## config.mk

```make
export PLATFORM = sky130hd
export DESIGN_NAME = btc_rtc
export DESIGN_NICKNAME = d
export VERILOG_FILES = /design/src/common/btc_pkg.sv /design/src/rtl/btc_rtc.sv
export SDC_FILE = /design/constraint.sdc
export NUM_CORES = 1
export LEC_CHECK = 0
export ABC_CLOCK_PERIOD_IN_PS = 3300
export BUFFER_PORTS_ARGS = -buffer_cell sky130_fd_sc_hd__clkbuf_2
export CAP_MARGIN = 30
export CORE_MARGIN = 2
export CORE_UTILIZATION = 50
export CTS_BUF_LIST = sky130_fd_sc_hd__clkbuf_2
export CTS_CLUSTER_SIZE = 28
export DETAILED_ROUTE_END_ITERATION = 16
export GPL_ROUTABILITY_DRIVEN = 1
export PLACE_DENSITY = 0.69
export RECOVER_POWER = 50
export SLEW_MARGIN = 15
export SYNTH_ARGS = -nofsm -noshare
export SYNTH_HDL_FRONTEND = slang
export SYNTH_SLANG_ARGS = --single-unit
```

## constraint.sdc

```tcl
create_clock -name clk_in -period 3.3 [get_ports clk_in]
set_input_delay 0.33 -clock clk_in [delete_from_list [all_inputs] [get_ports clk_in]]
set_output_delay 0.33 -clock clk_in [all_outputs]
set_load 0.02 [all_outputs]
```

## src/common/btc_pkg.sv

```systemverilog
`default_nettype none
// Shared constants and types of the BCD time and calendar core.
package btc_pkg;

  // Core clock rate and alarm flag latency.
  localparam int unsigned CLK_MHZ           = 200;
  localparam int unsigned ALARM_DELAY_NS    = 31000;
  localparam int unsigned ALARM_DELAY_CYC   = (ALARM_DELAY_NS * CLK_MHZ + 999) / 1000;
  // Oscillator ticks that make up one second.
  localparam int unsigned OSC_TICKS_PER_SEC = 32768;

  // Register addresses on the plain register port.
  localparam logic [3:0] ADDR_SEC   = 4'h0;
  localparam logic [3:0] ADDR_MIN   = 4'h1;
  localparam logic [3:0] ADDR_HOUR  = 4'h2;
  localparam logic [3:0] ADDR_WDAY  = 4'h3;
  localparam logic [3:0] ADDR_MDAY  = 4'h4;
  localparam logic [3:0] ADDR_MONTH = 4'h5;
  localparam logic [3:0] ADDR_YEAR  = 4'h6;
  localparam logic [3:0] ADDR_CTRL  = 4'he;
  localparam logic [3:0] ADDR_FLAGS = 4'hf;

  // Implemented bits of the counter fields up to month, and of the control register.
  localparam logic [7:0] MASK_SEC   = 8'h7f;
  localparam logic [7:0] MASK_MIN   = 8'h7f;
  localparam logic [7:0] MASK_HOUR  = 8'h3f;
  localparam logic [7:0] MASK_WDAY  = 8'h07;
  localparam logic [7:0] MASK_MDAY  = 8'h3f;
  localparam logic [7:0] MASK_MONTH = 8'h1f;
  localparam logic [7:0] MASK_CTRL  = 8'he7;

  // Field positions in the month, hour, control and flag registers.
  localparam int CENTURY_BIT = 7;
  localparam int HOUR_PM_BIT = 5;
  localparam int CTRL_H24    = 5;
  localparam int CTRL_WEEKLY_ALARM_ENABLE   = 6;
  localparam int CTRL_DAILY_ALARM_ENABLE   = 7;
  localparam int FLG_DAILY   = 0;
  localparam int FLG_WEEKLY  = 1;
  localparam int FLG_PERIOD  = 2;
  localparam int FLG_PON     = 4;
  localparam int FLG_XST     = 5;

  // Alarm channel indices.
  localparam int ALM_WEEKLY = 0;
  localparam int ALM_DAILY  = 1;

  // Periodic output modes held in control bits 2..0.
  localparam logic [2:0] PER_OFF       = 3'h0;
  localparam logic [2:0] PER_FIXED_LOW = 3'h1;
  localparam logic [2:0] PER_PULSE_2HZ = 3'h2;
  localparam logic [2:0] PER_PULSE_1HZ = 3'h3;
  localparam logic [2:0] PER_LVL_SEC   = 3'h4;
  localparam logic [2:0] PER_LVL_MIN   = 3'h5;
  localparam logic [2:0] PER_LVL_HOUR  = 3'h6;
  localparam logic [2:0] PER_LVL_MONTH = 3'h7;

  // BCD limits of the counters.
  localparam logic [7:0] BCD_59    = 8'h59;
  localparam logic [7:0] BCD_23    = 8'h23;
  localparam logic [4:0] BCD_H11   = 5'h11;
  localparam logic [4:0] BCD_H12   = 5'h12;
  localparam logic [4:0] BCD_H01   = 5'h01;
  localparam logic [7:0] BCD_ONE   = 8'h01;
  localparam logic [7:0] BCD_FEB   = 8'h02;
  localparam logic [7:0] BCD_DEC   = 8'h12;
  localparam logic [7:0] BCD_99    = 8'h99;
  localparam logic [7:0] WDAY_LAST = 8'h06;
  localparam logic [7:0] RESET_DAY = 8'h01;

  // Register port request.
  typedef struct packed {
    logic [3:0] addr;
    logic [7:0] wdata;
    logic       wr;
    logic       rd;
  } btc_bus_req_t;

  // Time and calendar counters, BCD.
  typedef struct packed {
    logic [7:0] sec;
    logic [7:0] min;
    logic [7:0] hour;
    logic [7:0] wday;
    logic [7:0] mday;
    logic [7:0] month;
    logic       century;
    logic [7:0] year;
  } btc_time_t;

  // Alarm latency sequencer states.
  typedef enum logic [1:0] {
    ALM_IDLE = 2'b01,
    ALM_WAIT = 2'b10
  } btc_alm_st_t;

endpackage
`default_nettype wire

```

## src/rtl/btc_rtc.sv

```systemverilog
`timescale 1ns/1ps
`default_nettype none

module btc_rtc #(
  parameter int unsigned PRESC_COUNT     = btc_pkg::OSC_TICKS_PER_SEC, // Ticks per second.
  parameter int unsigned ALARM_DELAY_CYC = btc_pkg::ALARM_DELAY_CYC    // Match to flag latency.
) (
  input  wire logic                  clk_in,        // Core clock, 200 MHz.
  input  wire logic                  rst_in,        // Asynchronous reset, active high.
  input  wire btc_pkg::btc_bus_req_t bus_in,        // Register port request.
  input  wire logic                  osc_tick_in,   // One-cycle pulse per oscillator period.
  input  wire logic                  por_in,        // Power-on detect pulse.
  input  wire logic                  osc_halt_in,   // Oscillation halt sensed.
  input  wire logic [1:0]            alarm_match_in, // Alarm compare match levels.
  output logic [7:0]                 rd_data_out,   // Read data, one cycle after strobe.
  output logic                       irq_out_n      // Interrupt output, active low.
);

  localparam int PRESC_W = $clog2(PRESC_COUNT);
  localparam int ALM_W   = $clog2(ALARM_DELAY_CYC + 1);
  localparam logic [PRESC_W-1:0] PRESC_LAST = PRESC_W'(PRESC_COUNT - 1);
  localparam logic [ALM_W-1:0]   ALM_LOAD   = ALM_W'(ALARM_DELAY_CYC);
  localparam logic [ALM_W-1:0]   ALM_ONE    = ALM_W'(1);

  // BCD increment of a two-digit value.
  function automatic logic [7:0] bcd_inc(input logic [7:0] v);
    if (v[3:0] == 4'h9) begin
      bcd_inc = {v[7:4] + 4'h1, 4'h0};
    end else begin
      bcd_inc = {v[7:4], v[3:0] + 4'h1};
    end
  endfunction

  // Hour advance; bit 6 of the result is the day carry.
  function automatic logic [6:0] hour_inc(input logic [7:0] h, input logic h24);
    logic       pm;
    logic [4:0] lo;
    logic [7:0] nxt;
    pm  = h[btc_pkg::HOUR_PM_BIT];
    lo  = h[4:0];
    nxt = bcd_inc(h);
    if (h24) begin
      if (h == btc_pkg::BCD_23) begin
        hour_inc = {1'b1, 6'h00};
      end else begin
        hour_inc = {1'b0, nxt[5:0]};
      end
    end else if (lo == btc_pkg::BCD_H11) begin
      // Eleven rolls into twelve and flips the half; PM11 gives the carry.
      hour_inc = {pm, ~pm, btc_pkg::BCD_H12};
    end else if (lo == btc_pkg::BCD_H12) begin
      hour_inc = {1'b0, pm, btc_pkg::BCD_H01};
    end else begin
      hour_inc = {1'b0, pm, nxt[4:0]};
    end
  endfunction

  // Leap year for a BCD year: every multiple of four, 00 included.
  function automatic logic is_leap(input logic [7:0] y);
    if (y[4]) begin
      is_leap = (y[3:0] == 4'h2) || (y[3:0] == 4'h6);
    end else begin
      is_leap = (y[3:0] == 4'h0) || (y[3:0] == 4'h4) || (y[3:0] == 4'h8);
    end
  endfunction

  // Last day of a BCD month.
  function automatic logic [7:0] last_day(input logic [7:0] m, input logic [7:0] y);
    case (m)
      btc_pkg::BCD_FEB: last_day = is_leap(y) ? 8'h29 : 8'h28;
      8'h04, 8'h06, 8'h09, 8'h11: last_day = 8'h30;
      default: last_day = 8'h31;
    endcase
  endfunction

  // Register port decode.
  function automatic logic wr_hit(input btc_pkg::btc_bus_req_t b, input logic [3:0] a);
    wr_hit = b.wr && (b.addr == a);
  endfunction

  // Counter state.
  btc_pkg::btc_time_t tm_q;          // Time and calendar counters.
  btc_pkg::btc_time_t tm_d;          // Next counter values.
  logic [PRESC_W-1:0] presc_q;       // Sub-second prescaler.
  logic [PRESC_W-1:0] presc_d;       // Next prescaler value.
  logic               sec_tick;      // Seconds advance this cycle.
  logic               min_carry;     // Seconds wrapped.
  logic               hour_carry;    // Minutes wrapped.
  logic               day_carry;     // Hours wrapped.
  logic               month_carry;   // Day of month reverted to one.
  logic [6:0]         hour_next;     // Hour advance with carry.

  // Control and flag state.
  logic [7:0]         ctrl_q;        // Periodic mode, hour mode, alarm enables.
  logic [7:0]         ctrl_d;
  logic               pon_q;         // Power-on flag.
  logic               pon_d;
  logic               xst_q;         // Oscillation normal indicator, zero after a halt.
  logic               xst_d;
  logic               per_flag_q;    // Periodic level-mode flag.
  logic               per_flag_d;
  logic [1:0]         alm_flag_q;    // Alarm flags.
  logic [1:0]         alm_flag_d;
  logic [1:0]         match_q;       // Previous alarm match level.
  btc_pkg::btc_alm_st_t alm_st_q [2]; // Alarm latency sequencers.
  btc_pkg::btc_alm_st_t alm_st_d [2];
  logic [ALM_W-1:0]   alm_cnt_q [2]; // Alarm latency counters.
  logic [ALM_W-1:0]   alm_cnt_d [2];
  logic               per_low;       // Periodic source holds the output low.
  logic               per_event;     // Level-mode periodic event.
  logic [7:0]         flags_rd;      // Read view of the flag register.
  logic [7:0]         rd_data_d;     // Next read data.
  logic               irq_d;         // Next interrupt level, active low.

  // Prescaler and counter chain. A write lands on its own field and wins
  // over a carry in the same cycle; invalid written values are the host's
  // problem and may misbehave at the next carry.
  always_comb begin
    tm_d        = tm_q;
    presc_d     = presc_q;
    sec_tick    = 1'b0;
    min_carry   = 1'b0;
    hour_carry  = 1'b0;
    day_carry   = 1'b0;
    month_carry = 1'b0;
    hour_next   = hour_inc(tm_q.hour, ctrl_q[btc_pkg::CTRL_H24]);
    if (osc_tick_in) begin
      if (presc_q == PRESC_LAST) begin
        presc_d  = '0;
        sec_tick = 1'b1;
      end else begin
        presc_d = presc_q + 1'b1;
      end
    end
    if (sec_tick) begin
      if (tm_q.sec == btc_pkg::BCD_59) begin
        tm_d.sec  = 8'h00;
        min_carry = 1'b1;
      end else begin
        tm_d.sec = bcd_inc(tm_q.sec);
      end
    end
    if (min_carry) begin
      if (tm_q.min == btc_pkg::BCD_59) begin
        tm_d.min   = 8'h00;
        hour_carry = 1'b1;
      end else begin
        tm_d.min = bcd_inc(tm_q.min);
      end
    end
    if (hour_carry) begin
      tm_d.hour = {2'b00, hour_next[5:0]};
      day_carry = hour_next[6];
    end
    if (day_carry) begin
      // Weekday runs 0..6 and back to 0.
      if (tm_q.wday >= btc_pkg::WDAY_LAST) begin
        tm_d.wday = 8'h00;
      end else begin
        tm_d.wday = tm_q.wday + 8'h01;
      end
      if (tm_q.mday == last_day(tm_q.month, tm_q.year)) begin
        tm_d.mday   = btc_pkg::BCD_ONE;
        month_carry = 1'b1;
      end else begin
        tm_d.mday = bcd_inc(tm_q.mday);
      end
    end
    if (month_carry) begin
      if (tm_q.month == btc_pkg::BCD_DEC) begin
        tm_d.month = btc_pkg::BCD_ONE;
        if (tm_q.year == btc_pkg::BCD_99) begin
          tm_d.year    = 8'h00;
          tm_d.century = ~tm_q.century;
        end else begin
          tm_d.year = bcd_inc(tm_q.year);
        end
      end else begin
        tm_d.month = bcd_inc(tm_q.month);
      end
    end
    // Host writes; unused upper bits are masked off.
    if (wr_hit(bus_in, btc_pkg::ADDR_SEC)) begin
      tm_d.sec = bus_in.wdata & btc_pkg::MASK_SEC;
      presc_d  = '0;
    end
    if (wr_hit(bus_in, btc_pkg::ADDR_MIN)) begin
      tm_d.min = bus_in.wdata & btc_pkg::MASK_MIN;
    end
    if (wr_hit(bus_in, btc_pkg::ADDR_HOUR)) begin
      tm_d.hour = bus_in.wdata & btc_pkg::MASK_HOUR;
    end
    if (wr_hit(bus_in, btc_pkg::ADDR_WDAY)) begin
      tm_d.wday = bus_in.wdata & btc_pkg::MASK_WDAY;
    end
    if (wr_hit(bus_in, btc_pkg::ADDR_MDAY)) begin
      tm_d.mday = bus_in.wdata & btc_pkg::MASK_MDAY;
    end
    if (wr_hit(bus_in, btc_pkg::ADDR_MONTH)) begin
      tm_d.month   = bus_in.wdata & btc_pkg::MASK_MONTH;
      tm_d.century = bus_in.wdata[btc_pkg::CENTURY_BIT];
    end
    if (wr_hit(bus_in, btc_pkg::ADDR_YEAR)) begin
      tm_d.year = bus_in.wdata;
    end
  end

  // Counter registers. Counters start at midnight on day one of year 00.
  always_ff @(posedge clk_in or posedge rst_in) begin
    if (rst_in) begin
      tm_q         <= '0;
      tm_q.hour    <= btc_pkg::BCD_H12; // Midnight in 12-hour mode, the hour mode after reset.
      tm_q.mday    <= btc_pkg::RESET_DAY;
      tm_q.month   <= btc_pkg::RESET_DAY;
      presc_q      <= '0;
    end else begin
      tm_q    <= tm_d;
      presc_q <= presc_d;
    end
  end

  // Periodic source. Pulse modes take their 50 percent low phase from the
  // prescaler, so the falling edge lines up with the seconds increment and
  // a seconds write drives the output low at once.
  always_comb begin
    per_low   = 1'b0;
    per_event = 1'b0;
    case (ctrl_q[2:0])
      btc_pkg::PER_OFF:       per_low = 1'b0;
      btc_pkg::PER_FIXED_LOW: per_low = 1'b1;
      btc_pkg::PER_PULSE_2HZ: per_low = ~presc_q[PRESC_W-2];
      btc_pkg::PER_PULSE_1HZ: per_low = ~presc_q[PRESC_W-1];
      btc_pkg::PER_LVL_SEC: begin
        per_low   = per_flag_q;
        per_event = sec_tick;
      end
      btc_pkg::PER_LVL_MIN: begin
        per_low   = per_flag_q;
        per_event = min_carry;
      end
      btc_pkg::PER_LVL_HOUR: begin
        per_low   = per_flag_q;
        per_event = hour_carry;
      end
      btc_pkg::PER_LVL_MONTH: begin
        per_low   = per_flag_q;
        per_event = month_carry;
      end
      default: per_low = 1'b0;
    endcase
  end

  // Control, flags and alarm latency. Hardware sets win over software
  // clears in the same cycle, so no event is lost.
  always_comb begin
    ctrl_d     = ctrl_q;
    pon_d      = pon_q;
    xst_d      = xst_q;
    per_flag_d = per_flag_q;
    alm_flag_d = alm_flag_q;
    alm_st_d   = alm_st_q;
    alm_cnt_d  = alm_cnt_q;
    if (wr_hit(bus_in, btc_pkg::ADDR_CTRL)) begin
      ctrl_d = bus_in.wdata & btc_pkg::MASK_CTRL;
    end
    if (wr_hit(bus_in, btc_pkg::ADDR_FLAGS)) begin
      xst_d = bus_in.wdata[btc_pkg::FLG_XST];
      // Power-on, alarm and periodic flags accept only a zero.
      if (!bus_in.wdata[btc_pkg::FLG_PON]) begin
        pon_d = 1'b0;
      end
      if (!bus_in.wdata[btc_pkg::FLG_WEEKLY]) begin
        alm_flag_d[btc_pkg::ALM_WEEKLY] = 1'b0;
      end
      if (!bus_in.wdata[btc_pkg::FLG_DAILY]) begin
        alm_flag_d[btc_pkg::ALM_DAILY] = 1'b0;
      end
      if (!bus_in.wdata[btc_pkg::FLG_PERIOD] && ctrl_q[2]) begin
        per_flag_d = 1'b0;
      end
    end
    // The stored flag is only meaningful in level mode.
    if (!ctrl_q[2]) begin
      per_flag_d = 1'b0;
    end else if (per_event) begin
      per_flag_d = 1'b1;
    end
    // Each alarm waits the fixed latency after a new match, then sets.
    for (int i = 0; i < 2; i++) begin
      case (alm_st_q[i])
        btc_pkg::ALM_IDLE: begin
          if (alarm_match_in[i] && !match_q[i]) begin
            alm_st_d[i]  = btc_pkg::ALM_WAIT;
            alm_cnt_d[i] = ALM_LOAD;
          end
        end
        btc_pkg::ALM_WAIT: begin
          if (alm_cnt_q[i] == ALM_ONE) begin
            alm_st_d[i]   = btc_pkg::ALM_IDLE;
            alm_flag_d[i] = 1'b1;
          end else begin
            alm_cnt_d[i] = alm_cnt_q[i] - ALM_ONE;
          end
        end
        default: alm_st_d[i] = btc_pkg::ALM_IDLE;
      endcase
    end
    // A disabled alarm keeps its flag and sequencer cleared.
    if (!ctrl_q[btc_pkg::CTRL_WEEKLY_ALARM_ENABLE]) begin
      alm_flag_d[btc_pkg::ALM_WEEKLY] = 1'b0;
      alm_st_d[btc_pkg::ALM_WEEKLY]   = btc_pkg::ALM_IDLE;
    end
    if (!ctrl_q[btc_pkg::CTRL_DAILY_ALARM_ENABLE]) begin
      alm_flag_d[btc_pkg::ALM_DAILY] = 1'b0;
      alm_st_d[btc_pkg::ALM_DAILY]   = btc_pkg::ALM_IDLE;
    end
    // Halt detection beats a host write of one.
    if (osc_halt_in) begin
      xst_d = 1'b0;
    end
    // Power-on clears control, periodic and alarm flags and sequencers; counters and the halt flag are kept.
    if (por_in) begin
      pon_d      = 1'b1;
      ctrl_d     = '0;
      per_flag_d = 1'b0;
      alm_flag_d = '0;
      alm_st_d   = '{btc_pkg::ALM_IDLE, btc_pkg::ALM_IDLE};
    end
  end

  // Read view and output level computed from the same registered state terms,
  // so the flags and the pin change in the same clock edge.
  always_comb begin
    flags_rd = '0;
    flags_rd[btc_pkg::FLG_XST]    = xst_q;
    flags_rd[btc_pkg::FLG_PON]    = pon_q;
    flags_rd[btc_pkg::FLG_PERIOD] = per_low;
    flags_rd[btc_pkg::FLG_WEEKLY] = alm_flag_q[btc_pkg::ALM_WEEKLY];
    flags_rd[btc_pkg::FLG_DAILY]  = alm_flag_q[btc_pkg::ALM_DAILY];
    irq_d = ~(per_low | (|alm_flag_q));
    rd_data_d = 8'h00;
    if (bus_in.rd) begin
      case (bus_in.addr)
        btc_pkg::ADDR_SEC:   rd_data_d = tm_q.sec;
        btc_pkg::ADDR_MIN:   rd_data_d = tm_q.min;
        btc_pkg::ADDR_HOUR:  rd_data_d = tm_q.hour;
        btc_pkg::ADDR_WDAY:  rd_data_d = tm_q.wday;
        btc_pkg::ADDR_MDAY:  rd_data_d = tm_q.mday;
        btc_pkg::ADDR_MONTH: rd_data_d = {tm_q.century, 2'b00, tm_q.month[4:0]};
        btc_pkg::ADDR_YEAR:  rd_data_d = tm_q.year;
        btc_pkg::ADDR_CTRL:  rd_data_d = ctrl_q;
        btc_pkg::ADDR_FLAGS: rd_data_d = flags_rd;
        default:             rd_data_d = 8'h00;
      endcase
    end
  end

  // Control, flag and output registers. The power-on flag is up after reset.
  always_ff @(posedge clk_in or posedge rst_in) begin
    if (rst_in) begin
      ctrl_q      <= '0;
      pon_q       <= 1'b1;
      xst_q       <= 1'b0;
      per_flag_q  <= 1'b0;
      alm_flag_q  <= '0;
      match_q     <= '0;
      alm_st_q    <= '{btc_pkg::ALM_IDLE, btc_pkg::ALM_IDLE};
      alm_cnt_q   <= '{'0, '0};
      rd_data_out <= 8'h00;
      irq_out_n   <= 1'b1;
    end else begin
      ctrl_q      <= ctrl_d;
      pon_q       <= pon_d;
      xst_q       <= xst_d;
      per_flag_q  <= per_flag_d;
      alm_flag_q  <= alm_flag_d;
      match_q     <= alarm_match_in;
      alm_st_q    <= alm_st_d;
      alm_cnt_q   <= alm_cnt_d;
      rd_data_out <= rd_data_d;
      irq_out_n   <= irq_d;
    end
  end

endmodule // btc_rtc
`default_nettype wire

```

==> results, run 1 <==
- The detailed router placed 7,155 vias in this run.
- The count of different cell masters after synthesis is 75.
- Setup violations remaining at the end of the flow were counted as 0.
- The detail route stage leaves a number of antenna-violating nets equal to 0.
- After synthesis, the share of flip-flops with an asynchronous set or reset is 100.0%.
- Entering global routing, the biggest net connects 55 pins.
- The per-cell routed wire length is 18.19 um.
- After detailed routing, the total wire length is 20,850 um.
- The detailed router's first-iteration violation count is 735.
- After detailed routing, the number of remaining DRC violations is 0.
- The count of buffers added on input and output ports is 29.
- The count of flip-flops with a built-in enable after synthesis is 0.
- In this run the core area contains 45 standard-cell rows.
- The HPWL after detailed placement is 14,790 um.
- At the pin with the least slew margin, the transition time is 1.756 ns.
- The met2 capacity usage during global routing is 40.11%.
- Measured along the y axis, the die boundary spans 128.4 um.
- The worst setup path is launched from a register.
- The H-tree was split into 4 levels.
- STA puts the critical path data arrival time at 3.79 ns.
- The number of resized instances in the post-cts repair step is 0.
- The overflow left after global routing is 0.
- The maximum clock path buffer count is 2.
- The met3 layer usage reported by global route is 5.904%.
- The first global-routing pass estimated 34,230 um of wire.
- The root cell of the clock tree is clkbuf_2.
- The clock-pin slew on the worst setup and hold paths is 0.20 ns.
- TritonCTS built the clock tree.
- Setup repair after global routing left no endpoint under its margin.
- The largest fanout on the critical path is 10.
- The worst setup path is captured at a register.
- The count of pins over their slew limit was 33.
- The clock latency on the worst-skew pair is 0.72 ns.
- The total area inside the core boundary comes to 15,150 sq um.
- Measured along the x axis, the die boundary spans 128.4 um.
- During I/O placement, the number of pins put on the boundary was 30.
- The total iterations of the first detailed-routing run is 6.
- Clock tree synthesis inserted a total of 17 buffers.
- In this run the tightest slew margin relative to its limit is -17.08%.
- The worst-case IR drop observed on VDD is 0.3798 mV.
- Global routing used 26.54% of the available tracks across all layers.
- The initial antenna violation count is 2.
- The post-route netlist has 11.51% of its cells at a drive strength greater than 1.
- The final critical delay including setup and external delays is 3.121 ns.
- The design draws 3.977 mW.
- The largest individual stage delay along the critical path comes from the cell or4_4.
- The count of warnings emitted by yosys is 0.
- By startpoint and endpoint, the worst setup path is classified as reg -> reg.
- The post-synthesis cell count is 902.
- For this design the static power due to leakage is 3.648 nW.
- STA puts the critical path data required time at 3.97 ns.
- The type of the worst min-delay path is in -> reg.
- The synthesis-to-layout area growth is 10.06%.
- The floorplan step defined a die boundary enclosing 16,480 sq um.
- The final period utilization is 94.57%.
- Dividing the detail-routed via count by the number of cells gives 6.243.
- Once the floorplan was initialized, standard cells occupied 51.07% of the core.
- The critical path goes through inv_1 -> ha_1 -> or3b_2 -> or4_4 -> o211a_1 -> or4_4 -> or4_1 -> nand3_1.
- After routing, the total negative slack on setup checks comes to 0 ns.
- By area the synthesized netlist is led by dfrtp_1, nor2_1, o21ai_0.
- The biggest area contributor in the post-synthesis netlist is dfrtp_1.
- The number of global-route vias before repair was 6,652.
- The final reports fail on max-capacitance violations, max-slew violations.
- The count of final hold-check violations is 0.
- The final layout contains 992 nets.
- The clock drives 122 sinks.
- The most frequent cell on the critical path is or4_4.
- The synthesized design contains 122 register bits.
- Summed over its instances, the top area cell type makes up 36.88% of the synthesized netlist area.
- Counting the fill cells in the layout gives 1,408.
- The areal power density over the cells is 467.1 nW/um^2.
- Global routing consumed, on the met1 layer, 38.05% of the routing resources.
- The max-cap violation count is 1.
- The weighted congestion reported at the end of routability-driven placement is 0.9249.
- The maximum cell stage delay along the critical path is 0.61 ns.
- Sequential elements use 39.60% of the synthesized area.
- The dominant register cell in the synthesized netlist is dfrtp_1.
- The clock arrives with 0.03134 ns of skew.
- The flow ran to the end, but the final reports show violations.
- The post-synth design cell area is 7735 sq um.
- Static timing analysis puts the maximum clock frequency at 320.4 MHz.
- The number of nets handed over by synthesis was 951.
- The average footprint of a synthesized cell is 8.575 sq um.
- The layer flagged by global routing as most heavily used is met2.
Yosys cell counts, types with 7 or more instances:
| master | n |
|---|---|
| a21oi_1 | 48 |
| a31oi_1 | 18 |
| and2_1 | 8 |
| and3_1 | 11 |
| clkbuf_1 | 30 |
| dfrtp_1 | 114 |
| dfstp_2 | 8 |
| ha_1 | 28 |
| inv_1 | 39 |
| mux2i_1 | 24 |
| nand2_1 | 86 |
| nand3_1 | 43 |
| nand3b_1 | 11 |
| nand4_1 | 18 |
| nor2_1 | 104 |
| nor2b_1 | 7 |
| nor3_1 | 25 |
| nor3b_1 | 9 |
| nor4_1 | 11 |
| o21ai_0 | 75 |
| o22a_1 | 7 |
| o31ai_1 | 13 |
| or2_2 | 7 |
| or3_1 | 10 |
| or4_1 | 10 |
| xnor2_1 | 7 |
| xor2_1 | 7 |
flip-flops by register name (all words and copies together), names as in the netlist:
register,count
rd_data_out,8
ctrl_q,6
tm_q,55
alm_cnt_q,26
xst_q,1
per_flag_q,1
irq_out_n,1
presc_q,15
match_q,2
alm_st_q,4
alm_flag_q,2
pon_q,1
per-layer routing:
metal / share of wire [%] / up-vias
met1: 46 / 3419
met3: 6.7 / 42
met2: 44 / 270
met5: 0 / -
li1: - / 3424
met4: 2.8 / 0
power breakdown:
group | internal [mW] | switching (mW)
Combinational | 0.355 | 0.467
Clock | 0.590 | 0.627
Sequential | 1.67 | 0.271
Total | 2.61 | 1.37
repair_timing:
| item | 4_1_cts | 5_1_grt |
|---|---|---|
| hold endpoints to repair | 141 | 0 |
| buffers inserted | 0 | 0 |
| hold buffers | 12 | 0 |
layout by cell type, fill, tap and decap left out, drive strengths merged, types with 8 or more instances in the layout:
cell type / instances
dfrtp: 114
nor2: 104
nand2: 86
o21ai: 75
clkbuf: 53
a21oi: 48
nand3: 43
inv: 42
ha: 28
nor3: 25
mux2i: 24
nand4: 18
a31oi: 18
buf: 15
o31ai: 13
dlygate4sd3: 12
or4: 12
nand3b: 11
nor4: 11
and3: 11
or3: 10
nor3b: 9
and2: 8
dfstp: 8
worst max-delay path, delay by kind of cell, from the launching register on:
| family | cells | cell delay [ns] |
|---|---|---|
| DFF | 1 | 0.45 |
| buffers and inverters | 1 | 0.09 |
| adders and majority gates | 1 | 0.15 |
| AOI/OAI and AO/OA | 1 | 0.16 |
| and+or+nand+nor | 5 | 2.24 |
final cells by class:
type	count	area [sq um]	area share, %
flip-flops and latches	122	3063	35.98
inverters	40	151.4	1.778
diodes	2	5.005	0.05879
clock buffers	19	95.09	1.117
multi-input cells	701	4354	51.15
clock inverters	13	214.0	2.513
well taps	188	235.2	2.763
repair buffers	61	395.4	4.644
stage by stage:
stage / std cells / utilization (%) / hold WS [ns] / setup slack [ns] / area (sq um)
2_1_floorplan: 902 / - / 0.3614 / 0.2435 / 7739
3_3_place_gp: 1099 / 53.52 / 0.4346 / 0.2697 / 8107
3_5_place_dp: 1100 / 53.66 / 0.3287 / 0.2237 / 8127
4_1_cts: 1144 / 56.49 / 0.002256 / 0.1847 / 8556
5_1_grt: 1146 / 56.21 / 0.003393 / 0.04318 / 8513
6_report: 1146 / 56.21 / 0.05759 / 0.1792 / 8513
kinds of logic (layout without fill, tap and decap cells):
group / count (synthesis) / after routing / synth area share (%)
fa+ha+maj: 28 / 28 / 4.529
xor+xnor: 14 / 14 / 1.585
simple gates: 392 / 392 / 26.08
other cells: 0 / 2 / 0
buf+inv: 79 / 133 / 4.109
compound gates: 237 / 237 / 19.78
flops: 122 / 122 / 39.60
mux: 30 / 30 / 4.319
path summary, 6_finish.rpt:
| path | start | to | slack [ns] | cells after the start |
|---|---|---|---|---|
| min in group asynchronous | rst_in | rd_data_out[3] | 0.14 | 3 |
| min | bus_in[2] | tm_q[9] | 0.06 | 3 |
| max reg2reg | tm_q[14] | tm_q[8] | 0.18 | 8 |
| max in group asynchronous | rst_in | alm_cnt_q[13] | 1.15 | 4 |
| min reg2reg | alm_flag_q[1] | irq_out_n | 0.47 | 1 |
| max | tm_q[14] | tm_q[8] | 0.18 | 8 |
Note: power is estimated with default switching activity, not from simulation.
==> run 2: changes to the inputs <==
--- a/config.mk
+++ b/config.mk
@@ -5,7 +5,7 @@
 export SDC_FILE = /design/constraint.sdc
 export NUM_CORES = 1
 export LEC_CHECK = 0
-export ABC_CLOCK_PERIOD_IN_PS = 3300
+export ABC_CLOCK_PERIOD_IN_PS = 4000
 export BUFFER_PORTS_ARGS = -buffer_cell sky130_fd_sc_hd__clkbuf_2
 export CAP_MARGIN = 30
 export CORE_MARGIN = 2
@@ -14,7 +14,7 @@
 export CTS_CLUSTER_SIZE = 28
 export DETAILED_ROUTE_END_ITERATION = 16
 export GPL_ROUTABILITY_DRIVEN = 1
-export PLACE_DENSITY = 0.69
+export PLACE_DENSITY = 0.67
 export RECOVER_POWER = 50
 export SLEW_MARGIN = 15
 export SYNTH_ARGS = -nofsm -noshare
==> constraint.sdc (replaced) <==
create_clock -name clk_in -period 4 [get_ports clk_in]
set_input_delay 0.4 -clock clk_in [delete_from_list [all_inputs] [get_ports clk_in]]
set_output_delay 0.4 -clock clk_in [all_outputs]
set_load 0.02 [all_outputs]
==> results, run 2 (same netlist as run 1, synthesis figures left out) <==
- The max-cap violation count is 2.
- From bottom edge to top edge, the die measures 128.4 um.
- The count of pins over their slew limit is 61.
- The count of final hold-check violations is 0.
- The analysis attributes to net switching a power of 1.112 mW.
- The total instance count after detailed placement is 1,089.
- The proportion of power drawn by combinational gates is 21.6%.
- The sort of element at the start of the critical path is a register.
- VDD sags by at most 0.2173 mV.
- The switching share of power is 35.56%.
- The critical path capture point is tm_q[8].
- The die outline area is 16,480 sq um.
- In this run the critical register-to-register path is launched from tm_q[13].
- In the final layout, the registers with the most flip-flops are tm_q (55), alm_cnt_q (26), presc_q (15).
- Once the floorplan was initialized, standard cells occupied 51.07% of the core.
- The internal power of the cells totals 2.016 mW.
- The capture point of the worst reg-to-reg path is tm_q[8].
- The later pin in the worst-skew pair is clocked with a latency of 0.70 ns.
- The worst path uses 79.61% of the clock period.
- The maximum clock path buffer count is 2.
- The floorplan has 45 rows.
- The relative contribution of sequential cells to total power is 51.1%.
- The TritonCTS clock tree is done.
- After detailed placement, the total cell area comes to 8018 sq um.
- The areal power density over the cells is 374.9 nW/um^2.
- Global routing finished with a remaining overflow of 0.
- The run finished, with violations left.
- The type of the worst min-delay path is in -> reg.
- The source of the critical timing path is tm_q[13].
- The final routed wirelength across all metal layers is 21,330 um.
- The root cell of the clock tree is clkbuf_2.
- The number of design rule violations left after detail routing is 0.
- The remaining number of nets flagged by the antenna check after routing is 0.
- The share of total power dissipated in the clock network is 27.3%.
- The register with the most flip-flops in the layout has 55 of them.
- For this design the static power due to leakage is 3.549 nW.
- Setup violations remaining at the end of the flow were counted as 0.
- The worst path in the final design needs a cycle of 3.184 ns, including I/O delays and setup.
- Static timing analysis puts the maximum clock frequency at 314.0 MHz.
- For the worst setup path, the data required time is 4.63 ns.
- The total of fill cells in the finished design is 1,389.
- The number of resized instances in the post-cts repair step is 0.
- After floorplanning, the core was sized to cover 15,150 sq um.
- The measured slew at the worst slew-check pin is 2.744 ns.
- The final reports fail on max-capacitance violations, max-slew violations.
- The clock tree synthesis step divided the H-tree into 4 levels.
- The count of placed standard cells in the final layout, fillers left out is 1,131.
- The worst setup slack for register-to-register paths is 0.82 ns.
- After detailed routing, the number of vias per cell comes to 6.321.
- The congestion estimate from routability-driven global placement came to 0.9233.
- After routing the design area is 8344 sq um.
- The first-pass GRT wire length is 35,210 um.
- Along the worst path, the maximum fanout reaches 10.
- For this design the top-level I/O count stands at 30.
- The kind of end point of the critical path is a register.
- In this run the tool buffered the top-level ports with 29 buffer cells.
- The number of global-route vias before repair came to 6,488.
- The overall track demand over capacity in global routing is 27.46%.
- The initial antenna violation count came to 1.
- The library cell used most frequently in the layout, excluding fill and tap cells, is dfrtp_1.
- By startpoint and endpoint, the worst setup path is classified as reg -> reg.
- The routed layout has 7,149 vias.
- The number of clock buffers added by TritonCTS is 17.
- Between clock sinks in the finished design, the worst skew comes to 0.03273 ns.
- The share of layout cells above drive strength 1 is 10.84%.
- The synthesis-to-layout area growth is 7.878%.
- The largest register by flop count is tm_q.
- At the end of the flow, the number of nets in the layout was 977.
- The die span in x is 128.4 um.
- The first detailed-routing pass took 5 iterations.
- The final total negative setup slack is 0 ns.
- The detailed router's first-iteration violation count is 663.
- The clock-pin slew on the worst setup and hold paths is 0.19 ns.
- In the layout the commonest cells are dfrtp_1, nor2_1, nand2_1.
- Detailed placement finished with a half-perimeter wire length of 15,040 um.
- The worst reg2reg path depth is 8.
- Headroom to the max-slew limit came out at -83.97%.
- STA puts the critical path data arrival time at 3.81 ns.
- The maximum number of pins on one net before global-route repair is 61.
- The per-cell routed wire length is 18.86 um.
- CTS saw 122 sinks.
- Setup repair after global routing left no endpoint under its margin.
[run 2: cell types whose count changed in the layout (fill, tap and decap cells not counted), sizes merged]
cell / change
inv: -4
clkinvlp: +4
buf: -9
dlygate4sd3: -4
bufinv: -2
[run 2: critical path: stages (launching register included)]
cell and delay (ns):
dfrtp_1 0.48, inv_1 0.10, ha_1 0.15, or3b_2 0.49, or4_4 0.55, o211a_1 0.15
or4_4 0.61, or4_1 0.50, nand3_1 0.09
[run 2: how the worst min path moves through the flow]
stage                       start        end  slack (ns)  depth (start not counted)
floorplan           alm_flag_q[1]  irq_out_n        0.39                          1
global placement    alm_flag_q[1]  irq_out_n        0.42                          1
detailed placement  alm_flag_q[1]  irq_out_n        0.43                          1
CTS                     bus_in[8]    tm_q[6]       0.003                          3
global route            bus_in[8]    tm_q[6]       0.006                          3
finish                  bus_in[8]    tm_q[6]        0.07                          3
[run 2: power groups by stage]
stage	Clock [mW]	Sequential (mW)	Combinational (mW)
floorplan	0	1.52	0.537
global placement	0	1.60	0.651
detailed placement	0	1.61	0.658
CTS	0.878	1.59	0.670
global route	0.932	1.63	0.765
finish	0.854	1.60	0.675
[run 2: area by class of cell]
type                            count  area, sq um  share of cell area (%)
Inverter                           40        151.4                   1.814
Clock inverter                     11        150.1                   1.799
Timing Repair Buffer               46        280.3                   3.359
Clock buffer                       21        105.1                   1.260
Tap cell                          188        235.2                   2.819
Multi-Input combinational cell    701         4354                   52.18
Antenna cell                        2        5.005                 0.05998
Sequential cell                   122         3063                   36.71
[run 2: layer usage]
metal	GRT usage, %	vias up	share of wire [%]	wire [um]
li1	-	3391	-	-
met1	39.81	3484	46	9760
met2	42.58	253	46	9790
met3	5.073	21	6.8	1455
met4	7.304	0	1.5	324
met5	0	-	0	0
[run 2: what timing repair did]
action / in CTS / in global routing
buffers inserted: 0 / 0
hold endpoints to repair: 71 / 0
hold buffers: 8 / 0
[run 2: metrics by stage]
| step | total power, mW | hold WS (ns) | setup slack, ns | util, % |
|---|---|---|---|---|
| 2_1_floorplan | 2.059 | 0.3894 | 0.3707 | - |
| 3_3_place_gp | 2.256 | 0.4243 | 0.9076 | 52.94 |
| 3_5_place_dp | 2.271 | 0.4258 | 0.8466 | 52.94 |
| 4_1_cts | 3.138 | 0.003379 | 0.8213 | 55.15 |
| 5_1_grt | 3.324 | 0.005607 | 0.4870 | 55.09 |
| 6_report | 3.128 | 0.07278 | 0.8156 | 55.09 |
